<file path="config.mk">
export PLATFORM = sky130hd
export DESIGN_NAME = cpm_top
export DESIGN_NICKNAME = d
export VERILOG_FILES = /design/src/cpm_pkg.sv /design/src/cpm_top.sv /design/src/cpm_release_sync.sv
export VERILOG_INCLUDE_DIRS = /design/src
export SDC_FILE = /design/constraint.sdc
export NUM_CORES = 1
export LEC_CHECK = 0
export BUFFER_PORTS_ARGS = -buffer_cell sky130_fd_sc_hd__buf_2
export CORE_UTILIZATION = 46
export CTS_BUF_LIST = sky130_fd_sc_hd__clkbuf_4
export CTS_CLUSTER_SIZE = 40
export DETAILED_ROUTE_END_ITERATION = 8
export GPL_TIMING_DRIVEN = 0
export PLACE_DENSITY = 0.82
export SKIP_LAST_GASP = 1
export SYNTH_ARGS = -nofsm -noshare
export SYNTH_HDL_FRONTEND = slang
export SYNTH_SLANG_ARGS = --single-unit
</file>
<file path="constraint.sdc">
create_clock -name i_clock -period 1.5 [get_ports i_clock]
set_clock_uncertainty 0.05 [all_clocks]
set_input_delay 0.075 -clock i_clock [delete_from_list [all_inputs] [get_ports i_clock]]
set_output_delay 0.075 -clock i_clock [all_outputs]
set_load 0.005 [all_outputs]
</file>
<file path="src/cpm_consts.svh">
/*
 * Constants of the control pin and power-down mux: register offsets, field
 * positions, reset values and the release synchroniser depth.
 * Assumes inclusion by bare name from the package and the design modules.
 */
`ifndef CPM_CONSTS_SVH
`define CPM_CONSTS_SVH

// Register byte offsets
`define CPM_ADDR_FUNC_SEL   4'h0
`define CPM_ADDR_GPIO_CTRL  4'h4
`define CPM_ADDR_STATUS     4'h8

// Field positions
`define CPM_FSEL_W          2
`define CPM_CTRL_OUT_LSB    0
`define CPM_CTRL_INEN_LSB   4
`define CPM_STAT_PIN_LSB    0
`define CPM_STAT_SELFTEST   4
`define CPM_STAT_CLKFIX     5
`define CPM_STAT_INT        6
`define CPM_STAT_RUN        7

// Reset values
`define CPM_FUNC_SEL_RST    6'h00
`define CPM_GPIO_OUT_RST    3'h0
`define CPM_GPIO_INEN_RST   3'h0

// Release synchroniser depth
`define CPM_SYNC_STAGES     2

`endif

</file>
<file path="src/cpm_pkg.sv">
/*
 * Types of the control pin and power-down mux: power state, pin function
 * selection and the packed state of the top module.
 * Assumes cpm_consts.svh is on the include path.
 */
`default_nettype none
`include "cpm_consts.svh"
package cpm_pkg;
    typedef enum logic {
        CPM_ST_OFF,
        CPM_ST_RUN
    } cpm_power_e;

    // Function codes in the select field: general I/O, first and second alternate
    typedef enum logic [1:0] {
        CPM_FUNC_GPIO,
        CPM_FUNC_ALT1,
        CPM_FUNC_ALT2,
        CPM_FUNC_RSVD
    } cpm_pin_func_e;

    typedef struct packed {
        cpm_power_e   power;
        logic [5:0]   func_sel;
        logic [2:0]   gpio_out;
        logic [2:0]   gpio_in_en;
        logic         ack;
        logic [31:0]  rdata;
        logic [2:0]   pin_o;
        logic [2:0]   pin_oe;
        logic         self_test;
        logic         clk_fixed;
        logic         int_in;
    } cpm_state_s;
endpackage
`default_nettype wire

</file>
<file path="src/cpm_top.sv">
/*
 * Control pin and power-down mux: power-down handling, self-test and shared
 * interrupt pin decode, three multifunction general pins, Avalon-MM slave.
 * Assumes all pin inputs except power-down are synchronous to i_clock at 40 MHz.
 */
// The Avalon-MM register port and the placing of the registers were left to the implementer.
`default_nettype none
`include "cpm_consts.svh"
module cpm_top (
    input  wire logic        i_clock,
    input  wire logic        i_rst,
    input  wire logic        i_power_down_n_input,
    output var  logic        o_power_down_pulldown_en,
    output var  logic        o_pll_enable,
    output var  logic        o_low_power,
    output var  logic        o_running,
    input  wire logic        i_self_test_enable_pin,
    input  wire logic        i_self_test_clock_select,
    output var  logic        o_self_test_mode,
    output var  logic        o_test_clock_fixed,
    output var  logic        o_interrupt_input,
    input  wire logic        i_serial_audio_out,
    input  wire logic        i_self_test_pass,
    input  wire logic        i_alt_function_pin1,
    input  wire logic        i_audio_data_lane_c,
    input  wire logic [2:0]  i_general_io_i,
    output var  logic [2:0]  o_general_io_o,
    output var  logic [2:0]  o_general_io_oe,
    input  wire logic [3:0]  i_avs_address,
    input  wire logic        i_avs_read,
    input  wire logic        i_avs_write,
    input  wire logic [31:0] i_avs_writedata,
    input  wire logic [3:0]  i_avs_byteenable,
    output var  logic [31:0] o_avs_readdata,
    output var  logic        o_avs_waitrequest
);
    cpm_pkg::cpm_state_s state_reg;
    cpm_pkg::cpm_state_s state_next;
    logic                enabled;
    logic [2:0]          alt1;
    logic [2:0]          alt2;
    logic                req;

    // Drive value of a pin for its selected function
    function automatic logic cpm_pin_value(input logic [1:0] sel, input logic gpio_v,
                                           input logic a1, input logic a2);
        case (cpm_pkg::cpm_pin_func_e'(sel))
            cpm_pkg::CPM_FUNC_GPIO: cpm_pin_value = gpio_v;
            cpm_pkg::CPM_FUNC_ALT1: cpm_pin_value = a1;
            cpm_pkg::CPM_FUNC_ALT2: cpm_pin_value = a2;
            default:                cpm_pin_value = 1'b0;
        endcase
    endfunction

    // Whether a pin is driven for its selected function
    // General I/O role drives its pin only while its input enable is clear
    function automatic logic cpm_pin_drives(input logic [1:0] sel, input logic in_en);
        case (cpm_pkg::cpm_pin_func_e'(sel))
            cpm_pkg::CPM_FUNC_GPIO: cpm_pin_drives = ~in_en;
            cpm_pkg::CPM_FUNC_RSVD: cpm_pin_drives = 1'b0;
            default:                cpm_pin_drives = 1'b1;
        endcase
    endfunction

    // Power-down release onto the clock
    cpm_release_sync u_release_sync (
        .i_clock              (i_clock),
        .i_rst                (i_rst),
        .i_power_down_n_input (i_power_down_n_input),
        .o_enabled            (enabled)
    );

    // Alternate sources per pin; pin 1 and 2 have a single alternate
    assign alt1 = {i_audio_data_lane_c, i_alt_function_pin1, i_serial_audio_out};
    assign alt2 = {1'b0, 1'b0, i_self_test_pass};
    assign req  = i_avs_read | i_avs_write;

    // Next state: power, registers, bus answer and pin drive
    always_comb begin
        state_next = state_reg;
        // One-cycle answer: ack rises the cycle after a request
        state_next.ack = req & ~state_reg.ack;
        if (req && !state_reg.ack) begin
            case (i_avs_address)
                `CPM_ADDR_FUNC_SEL:  state_next.rdata = {26'h0, state_reg.func_sel};
                `CPM_ADDR_GPIO_CTRL: state_next.rdata = {25'h0, state_reg.gpio_in_en, 1'b0, state_reg.gpio_out};
                `CPM_ADDR_STATUS: begin
                    state_next.rdata = 32'h0;
                    state_next.rdata[`CPM_STAT_PIN_LSB +: 3] = i_general_io_i;
                    state_next.rdata[`CPM_STAT_SELFTEST] = state_reg.self_test;
                    state_next.rdata[`CPM_STAT_CLKFIX] = state_reg.clk_fixed;
                    state_next.rdata[`CPM_STAT_INT] = state_reg.int_in;
                    state_next.rdata[`CPM_STAT_RUN] = (state_reg.power == cpm_pkg::CPM_ST_RUN);
                end
                default: state_next.rdata = 32'h0;
            endcase
        end
        if (i_avs_write && state_reg.ack && i_avs_byteenable[0] && state_reg.power == cpm_pkg::CPM_ST_RUN) begin
            case (i_avs_address)
                `CPM_ADDR_FUNC_SEL: state_next.func_sel = i_avs_writedata[5:0];
                `CPM_ADDR_GPIO_CTRL: begin
                    state_next.gpio_out   = i_avs_writedata[`CPM_CTRL_OUT_LSB +: 3];
                    state_next.gpio_in_en = i_avs_writedata[`CPM_CTRL_INEN_LSB +: 3];
                end
                default: ;
            endcase
        end
        state_next.self_test = i_self_test_enable_pin;
        // Clock select only in self-test, interrupt otherwise
        state_next.clk_fixed = i_self_test_enable_pin & i_self_test_clock_select;
        state_next.int_in    = ~i_self_test_enable_pin & i_self_test_clock_select;
        for (int p = 0; p < 3; p++) begin
            state_next.pin_o[p]  = cpm_pin_value(state_reg.func_sel[p*2 +: 2], state_reg.gpio_out[p],
                                                 alt1[p], alt2[p]);
            state_next.pin_oe[p] = cpm_pin_drives(state_reg.func_sel[p*2 +: 2], state_reg.gpio_in_en[p]);
        end
        case (state_reg.power)
            cpm_pkg::CPM_ST_OFF: if (enabled) state_next.power = cpm_pkg::CPM_ST_RUN;
            cpm_pkg::CPM_ST_RUN: if (!enabled) state_next.power = cpm_pkg::CPM_ST_OFF;
            default: state_next.power = cpm_pkg::CPM_ST_OFF;
        endcase
        // Held at defaults and floating while powered down
        if (!enabled) begin
            // Default role general I/O, driven low
            state_next.func_sel   = `CPM_FUNC_SEL_RST;
            state_next.gpio_out   = `CPM_GPIO_OUT_RST;
            state_next.gpio_in_en = `CPM_GPIO_INEN_RST;
            state_next.pin_o      = 3'h0;
            state_next.pin_oe     = 3'h0;
            state_next.self_test  = 1'b0;
            state_next.clk_fixed  = 1'b0;
            state_next.int_in     = 1'b0;
        end
    end

    // State register
    always_ff @(posedge i_clock or posedge i_rst) begin
        if (i_rst) begin
            state_reg <= '{power: cpm_pkg::CPM_ST_OFF, func_sel: `CPM_FUNC_SEL_RST, gpio_out: `CPM_GPIO_OUT_RST,
                           gpio_in_en: `CPM_GPIO_INEN_RST, ack: 1'b0, rdata: 32'h0, pin_o: 3'h0,
                           pin_oe: 3'h0, self_test: 1'b0, clk_fixed: 1'b0, int_in: 1'b0};
        end else begin
            state_reg <= state_next;
        end
    end

    // Weak pulldown on power-down input always on
    assign o_power_down_pulldown_en = 1'b1;
    // PLL and supply state from power state
    assign o_running          = (state_reg.power == cpm_pkg::CPM_ST_RUN);
    assign o_pll_enable       = o_running;
    assign o_low_power        = ~o_running;
    assign o_self_test_mode   = state_reg.self_test;
    assign o_test_clock_fixed = state_reg.clk_fixed;
    assign o_interrupt_input  = state_reg.int_in;
    assign o_general_io_o     = state_reg.pin_o;
    assign o_general_io_oe    = state_reg.pin_oe;
    assign o_avs_readdata     = state_reg.rdata;
    assign o_avs_waitrequest  = req & ~state_reg.ack;
endmodule
`default_nettype wire

</file>
<file path="src/cpm_release_sync.sv">
/*
 * Power-down release synchroniser: assertion of power-down is immediate,
 * release is passed through two flip-flops onto the clock.
 * Assumes the clock runs whenever power-down is released.
 */
`default_nettype none
`include "cpm_consts.svh"
module cpm_release_sync (
    input  wire logic i_clock,
    input  wire logic i_rst,
    input  wire logic i_power_down_n_input,
    output var  logic o_enabled
);
    logic [`CPM_SYNC_STAGES-1:0] sync_reg;
    logic                        clear;

    // Low power-down clears the chain at once
    assign clear = i_rst | ~i_power_down_n_input;

    always_ff @(posedge i_clock or posedge clear) begin
        if (clear) begin
            sync_reg <= '0;
        end else begin
            sync_reg <= {sync_reg[`CPM_SYNC_STAGES-2:0], 1'b1};
        end
    end

    assign o_enabled = sync_reg[`CPM_SYNC_STAGES-1];
endmodule
`default_nettype wire

</file>
# Word-level counts from Yosys, hierarchy flattened
# Cells that the tools add are included.
[totals]
in_bits = 54
out_inout_bits = 46
regBits = 57
wordCells = 60
[classes]
n_eq_ne = 12
reduce_logical = 11
bitwise = 12
n_mux = 13
[op_table]
columns = ["cell", "count"]
rows = [
  ["12-bit 2-to-1 mux", 2],
  ["8-bit case mux with 3 select lines", 1],
  ["6-bit 2-to-1 mux", 2],
  ["1-bit case mux with 2 select lines", 5],
  ["9-bit 2-to-1 mux", 1],
  ["2-bit == test (second input constant)", 4],
  ["1-bit inverter", 7],
  ["2-bit by 1-bit == test with 1-bit output (second input constant)", 3],
  ["2-bit logical NOT", 3],
  ["2-bit inequality test (second input constant)", 3],
  ["4-bit by 3-bit == test with 1-bit output (second input constant)", 1],
  ["4-bit == test (second input constant)", 1],
  ["1-bit logical AND", 4],
  ["4-bit logical NOT", 1],
  ["2-bit AND reduction", 2],
  ["1-bit bitwise AND", 3],
  ["1-bit case mux with 3 select lines", 1],
  ["1-bit bitwise OR", 2],
  ["1-bit logical NOT", 1],
  ["1-bit 2-to-1 mux", 1],
]

# Logic depth before layout (Yosys ltp)
# Gate-level depths: netlist of run 1.
[depth]
word_depth = 5
ltp_mapped = 4
depth_no_buf = 3

# By module
# Synthesis of run 1 repeated with hierarchy kept, for this count alone.
[hier_totals]
cells_unflattened = 186
area_unflattened_um2 = 1853.0
[modules_own_cells]
columns = ["mod", "cells_per_inst", "seq_area_each_um2", "area_per_inst_um2", "n_inst"]
rows = [
  ["cpm_top", 182, 775.7, 1785.5, 1],
  ["cpm_release_sync", 4, 50.0, 67.6, 1],
]

# Worst setup path before layout of run 1
# No wires, ideal clock.
[synth_path]
path_kind = "flip-flop to flip-flop"
from = "register state_reg, in the netlist o_pll_enable"
to = "register state_reg[49] (netlist bit)"
path_slack_ns = 0.237
setup_time_ns = 0.084
path_stages_with_launch = 5
synth_period_minus_slack_ns = 1.263
arrival_ns = 1.129
t_required_ns = 1.366
path_buffers = 1
cell_sequence = "dfrtp_1 and4_1 clkbuf_1 nand3_1 a21boi_0"
[synth_via]
elab_chain_cells = 3
[synth_rtl]
columns = ["item", "line", "text"]
rows = [
  ["start, declared", "cpm_top.sv:37", "cpm_pkg::cpm_state_s state_reg;"],
  ["start signal, assigned", "cpm_top.sv:139", "state_reg <= '{power: cpm_pkg::CPM_ST_OFF, func_sel: `CPM_FUNC_SEL_RST, gpio_out: `CPM_GPIO_OUT_RST,"],
  ["start signal, assigned", "cpm_top.sv:143", "state_reg <= state_next;"],
  ["1-bit logical AND", "cpm_top.sv:98", "if (i_avs_write && state_reg.ack && i_avs_byteenable[0] && state_reg.power == cpm_pkg::CPM_ST_RUN) begin"],
  ["2-bit inequality test (no source line)", "-", ""],
  ["2-bit AND reduction (no source line)", "-", ""],
]
# Every way passes these cells.
# A chain may end at the register's enable or synchronous reset.

# Worst setup path in the final report of run 1
[layout_path]
from = "register state_reg[41] (netlist bit)"
to = "output port o_avs_waitrequest"
[layout_via]
elab_chain_cells = 2
[layout_rtl]
columns = ["item", "line", "text"]
rows = [
  ["1-bit inverter", "cpm_top.sv:159", "assign o_avs_waitrequest = req & ~state_reg.ack;"],
  ["1-bit bitwise AND", "cpm_top.sv:159", ""],
  ["end, declared", "cpm_top.sv:35", "output var logic o_avs_waitrequest"],
]
# Every way passes these cells.

==> qor.txt, run 1 <==
Hold WC Path Type - in2async
RSZ-0062 raised after global routing - no
wire length per cell - 12.1 µm
First DRT Iteration DRCs - 110
Final period util - 94.8%
CTS tree - done
remaining global-route overflow - 0
Clock transition at path regs - 0.10 ns
die width - 64.9 µm
pin count of the biggest net entering global routing - 32
post-detail-place hpwl - 2790 µm
flops & latches, synth - 33
failing checks - hold timing
WS Path Type - reg2out
Rel. slew slack - 24.3%
overall routed net length - 3850 µm
share of post-route cells with drive strength above 1 - 39.1%
number of top-level pins - 100
Power Total - 1.71 mW
post-synth cell types - 35
maxcap violations - 0
worst slew pin tran - 1.13 ns
Post-synth EDFFs - 0
final setup margin - 0.0784 ns
minimum clock period - 1.42 ns
IO buf count - 43
most frequent cells in the layout - 45 x buf_2, 41 x buf_4, 33 x dfrtp_1, 26 x conb_1, 17 x o21ai_0
Final Max Slew Viols - 0
CP required - 1.37 ns
CTS Sinks - 33
initial antenna violation count - 0
# DRC - 0
Hold Slack - -0.00968 ns
via count - 1508
Synth Instances - 184
area post-placement - 2180 µm²
initial core utilization - 48.9%
Avg Inst Size Synth - 9.88 µm²
Pre-antenna DRT Iters - 4
vias in the first global route - 1355
most common cell after layout, fill and taps aside - buf_2
pwr/cell area - 719 nW/µm²
CP arrival - 1.30 ns
Final Non-Filler Cells - 319
setup tns final - 0 ns
post-synth top area cell - dfrtp_1
fmax - 703 MHz
Post-synth ARST share - 100%
final setup vio count - 0
VDD IR max - 424 µV
Core Area - 3720 µm²
placed insts - 299
post-CTS setup repair buffer count - 0
worst-path maximum fanout - 10
CP Launch Type - register
clock root buffer - clkbuf_4
ANT cells - 0
area share of the largest cell type after synthesis - 45.4%
Area Overhead vs Synth - 30.9%
routing usage on met1 - 24.1%
Critical Path End Type - output pin
Cell Rows - 22
global-route wire length before repair - 6180 µm
Most Crowded Layer GR - met2
Clock Latency Late Sink - 0.33 ns
die footprint - 4210 µm²
GP Congestion - 0.806
post-route antenna net violation count - 0
Via density - 4.73
yosys warns - 0
status - finished, violations left
# H-tree levels - 2
Seq/Total Area, Yosys - 45.4%
cell area after synthesis - 1820 µm²
Die Y - 64.9 µm
leakage - 1.22 nW
Num CTS Buffers - 5
fin area - 2380 µm²
Final Hold Viols - 31
pre-CTS setup slack - -0.0231 ns
GR Util met3 - 5.11%
GRT Total Usage - 19.8%
Max Root-Sink Buffers - 2
final-stage net count - 324
top_reg_cell synth - dfrtp_1
max reg flops - 13
met2 GRT Util - 34.0%
largest cells by area after synthesis - dfrtp_1 45%, buf_4 17%, o21ai_0 4.7%, nand3_1 3.6%, nand2_1 3.3%
what timing repair did:
| item | 4_1_cts | 5_1_grt |
|---|---|---|
| resized for setup | 1 | 7 |
| hold endpoints to repair | 17 | 1 |
| endpoints found under the setup margin | 2 | 9 |
| hold buffers | 12 | 1 |
cells in the mapped netlist (all sizes together) (2+ instances only):
cell type,instances
mux2,2
o21ai,20
a22oi,3
a222oi,3
nand3,13
nor2,4
conb,2
a21boi,12
mux2i,3
inv,3
and2b,2
a21oi,3
nor3b,2
nand2,16
and2,2
buf,43
dfrtp,33
clkbuf,5
path summary, 6_finish.rpt:
kind / start / endpoint / slack [ns] / cells after the start
hold / removal: i_rst / state_reg[53] / -0.01 / 2
setup reg to reg: state_reg[41] / o_avs_readdata[2] / 0.18 / 3
max in group asynchronous: i_power_down_n_input / u_release_sync.sync_reg[1] / 0.62 / 4
min in group i_clock: i_avs_address[3] / o_avs_readdata[7] / 0.01 / 3
setup / recovery: state_reg[41] / o_avs_waitrequest / 0.08 / 4
hold reg to reg: u_release_sync.sync_reg[0] / u_release_sync.sync_reg[1] / 0.33 / 0
logic make-up (layout without fill, tap and decap cells):
kind of cell | after synthesis | after routing | synth area share, %
muxes | 5 | 5 | 2.89
other | 2 | 26 | 0.413
AOI/OAI and AO/OA | 44 | 44 | 15.7
DFF | 33 | 33 | 45.4
buffers and inverters | 51 | 114 | 19.3
and+or+nand+nor | 49 | 49 | 16.2
report_power, final:
part / switching (mW) / internal (mW)
Combinational: 0.128 / 0.145
Sequential: 0.0115 / 0.907
Clock: 0.278 / 0.241
Total: 0.418 / 1.29
critical path, cell delays in order, from the launching register on:
cell      delay [ns]
dfrtp_1         0.39
o21bai_2        0.22
buf_4           0.18
inv_1           0.07
buf_2           0.11
cell type report:
class | instances | area (µm²)
plain buffers | 47 | 342
clock buffers | 8 | 60.1
fillers | 350 | 1340
inverters | 3 | 11.3
multi-input cells | 124 | 736
flip-flops and latches | 33 | 826
well taps | 48 | 60.1
repair buffers | 56 | 345
stage by stage:
stage	hold WS (ns)	util, %
final	-0.00968	64.0
after global routing	0.0298	64.0
after CTS	0.0146	63.5
after detailed placement	-0.0577	58.8
after global placement	-0.0644	58.8
after floorplan	-0.172	-
routing by layer:
metal / wire length (µm) / vias to the layer above
met3: 238 / 4
met5: 0 / -
met1: 1630 / 703
li1: - / 749
met2: 1950 / 52
met4: 29 / 0
Note: power is estimated with default switching activity, not from simulation.
==> run 2: changes to the inputs <==
--- a/config.mk
+++ b/config.mk
@@ -17,3 +17,4 @@
 export SYNTH_ARGS = -nofsm -noshare
 export SYNTH_HDL_FRONTEND = slang
 export SYNTH_SLANG_ARGS = --single-unit
+export TNS_END_PERCENT = 50
==> constraint.sdc (replaced) <==
create_clock -name i_clock -period 1.5 [get_ports i_clock]
set_clock_uncertainty 0.05 [all_clocks]
set_input_delay 0.375 -clock i_clock [delete_from_list [all_inputs] [get_ports i_clock]]
set_output_delay 0.375 -clock i_clock [all_outputs]
set_load 0.005 [all_outputs]
==> run 2 against run 1 <==
The run now ends clean; sequential share of layout area increased by 1.1 points; via count increased by 0.60%; critical path depth shrank 1; global-route usage is 0.49 points lower; final area decreased by 3.0%; flip-flop and latch count is the same; non-clock buffer count shrank 7; clock-buffer cell count unchanged; utilization down 1.9 points; highest routed layer unchanged.
==> qor.txt, run 2 (synthesis gave the netlist of run 1 again) <==
status - finished, final reports clean (was finished, violations left)
most frequent cells in the layout - 45 x buf_2, 45 x buf_4, 33 x dfrtp_1, 26 x conb_1, 17 x o21ai_0 (was 45 x buf_2, 41 x buf_4, 33 x dfrtp_1, 26 x conb_1, 17 x o21ai_0)
fmax - 679 MHz (was 703 MHz)
maxcap violations - 0 (unchanged)
CP Launch Type - register (unchanged)
pre-CTS setup slack - -0.287 ns (was -0.0231 ns)
final setup margin - 0.0278 ns (was 0.0784 ns)
initial core utilization - 48.9% (unchanged)
slowest stage cell, crit path - dfrtp_1 (unchanged)
worst-path maximum fanout - 3 (was 10)
Hold Slack - 0.168 ns (was -0.00968 ns)
# DRC - 0 (unchanged)
Max Root-Sink Buffers - 2 (unchanged)
Critical Path End Type - output pin (unchanged)
Final Max Slew Viols - 0 (unchanged)
clock root buffer - clkbuf_4 (unchanged)
initial antenna violation count - 0 (unchanged)
CTS Sinks - 33 (unchanged)
number of top-level pins - 100 (unchanged)
Die Y - 64.9 µm (unchanged)
pwr/cell area - 740 nW/µm² (was 719 nW/µm²)
GRT Total Usage - 19.3% (was 19.8%)
pin count of the biggest net entering global routing - 32 (unchanged)
final-stage net count - 317 (was 324)
Area Overhead vs Synth - 27.0% (was 30.9%)
Pre-antenna DRT Iters - 4 (unchanged)
CP arrival - 1.05 ns (was 1.30 ns)
CP required - 1.07 ns (was 1.37 ns)
Core Area - 3720 µm² (unchanged)
overall routed net length - 3760 µm (was 3850 µm)
GP Congestion - 0.806 (unchanged)
die width - 64.9 µm (unchanged)
Rel. slew slack - 24.7% (was 24.3%)
# H-tree levels - 2 (unchanged)
global-route wire length before repair - 6060 µm (was 6180 µm)
IO buf count - 43 (unchanged)
WS Path Type - reg2out (unchanged)
wire length per cell - 12.1 µm (about the same)
share of post-route cells with drive strength above 1 - 41.7% (was 39.1%)
Power Total - 1.71 mW (about the same)
leakage - 1.19 nW (was 1.22 nW)
CTS tree - done (unchanged)
via count - 1517 (was 1508)
Cell Rows - 22 (unchanged)
minimum clock period - 1.47 ns (was 1.42 ns)
First DRT Iteration DRCs - 83 (was 110)
VDD IR max - 480 µV (was 424 µV)
Hold WC Path Type - in2reg (was in2async)
post-route antenna net violation count - 0 (unchanged)
die footprint - 4210 µm² (unchanged)
Final Hold Viols - 0 (was 31)
RSZ-0062 raised after global routing - yes (was no)
post-detail-place hpwl - 2790 µm (unchanged)
Worst path max stage delay - 0.39 ns (about the same)
vias in the first global route - 1335 (was 1355)
Num CTS Buffers - 5 (unchanged)
Hold Path Stages - 2
max reg flops - 13 (unchanged)
Clock Latency Late Sink - 0.32 ns (was 0.33 ns)
r2r worst-path depth - 6 (was 3)
Via density - 4.86 (was 4.73)
ANT cells - 0 (unchanged)
final setup vio count - 0 (unchanged)
Clock transition at path regs - 0.10 ns (about the same)
crit path cell chain - o21bai_4 -> inv_2 -> buf_2 (was o21bai_2 -> buf_4 -> inv_1 -> buf_2)
Final period util - 98.1% (was 94.8%)
worst slew pin tran - 1.13 ns (about the same)
remaining global-route overflow - 0 (unchanged)
## run 2: cell count changes in the layout (fill, tap and decap cells not counted), sizes merged
cell / change
buf: +4
dlygate4sd3: -11
## run 2: worst max-delay path, delay by kind of cell (launching register included)
kind                   cells  cell delay [ns]
flip-flops                 1             0.39
AO/OA/AOI/OAI              1             0.18
buffers and inverters      2             0.15
## run 2: final cells by class
cell class / instances / area [µm²]
Tap cell: 48 / 60.1
Inverter: 3 / 11.3
Sequential cell: 33 / 826
Multi-Input combinational cell: 124 / 742
Fill cell: 347 / 1410
Clock buffer: 8 / 60.1
Buffer: 47 / 344
Timing Repair Buffer: 49 / 265
## run 2: path summary, 6_finish.rpt
kind,startpoint,to,slack (ns)
max in group asynchronous,i_power_down_n_input,u_release_sync.sync_reg[0],0.32
worst max register to register,state_reg[41],state_reg[52],0.09
worst min-delay path,i_self_test_enable_pin,o_interrupt_input,0.17
worst max-delay path,state_reg[41],o_avs_waitrequest,0.03
min in group asynchronous,i_rst,o_general_io_o[2],0.29
worst min register to register,u_release_sync.sync_reg[0],u_release_sync.sync_reg[1],0.33
## run 2: stage by stage
| step | setup TNS [ns] | std cells | cell area, µm² | util [%] |
|---|---|---|---|---|
| finish | 0 | 312 | 2310 | 62.1 |
| global route | -0.0678 | 312 | 2310 | 62.1 |
| CTS | -0.144 | 312 | 2300 | 61.9 |
| detailed placement | -1.76 | 299 | 2180 | 58.8 |
| global placement | -1.66 | 299 | 2180 | 58.8 |
| floorplan | 0 | 208 | 1910 | - |
## run 2: power by group
group / total, mW / internal, mW / switching [mW]
combinational: 0.272 / 0.141 / 0.131
clock: 0.516 / 0.241 / 0.275
sequential: 0.919 / 0.907 / 0.0115
## run 2: metal layers
layer | up-vias | track usage [%] | routed length [µm]
met4 | 0 | 5.00 | 13
met1 | 709 | 23.3 | 1570
met5 | - | 0 | 0
met3 | 2 | 5.46 | 304
li1 | 736 | - | -
met2 | 70 | 33.3 | 1880
## run 2: repair_timing
item | CTS | global route
resized for setup | 5 | 10
endpoints found under the hold margin | 2 | 0
buffers inserted | 3 | 1
hold buffers | 2 | 0
setup endpoints to repair | 2 | 12
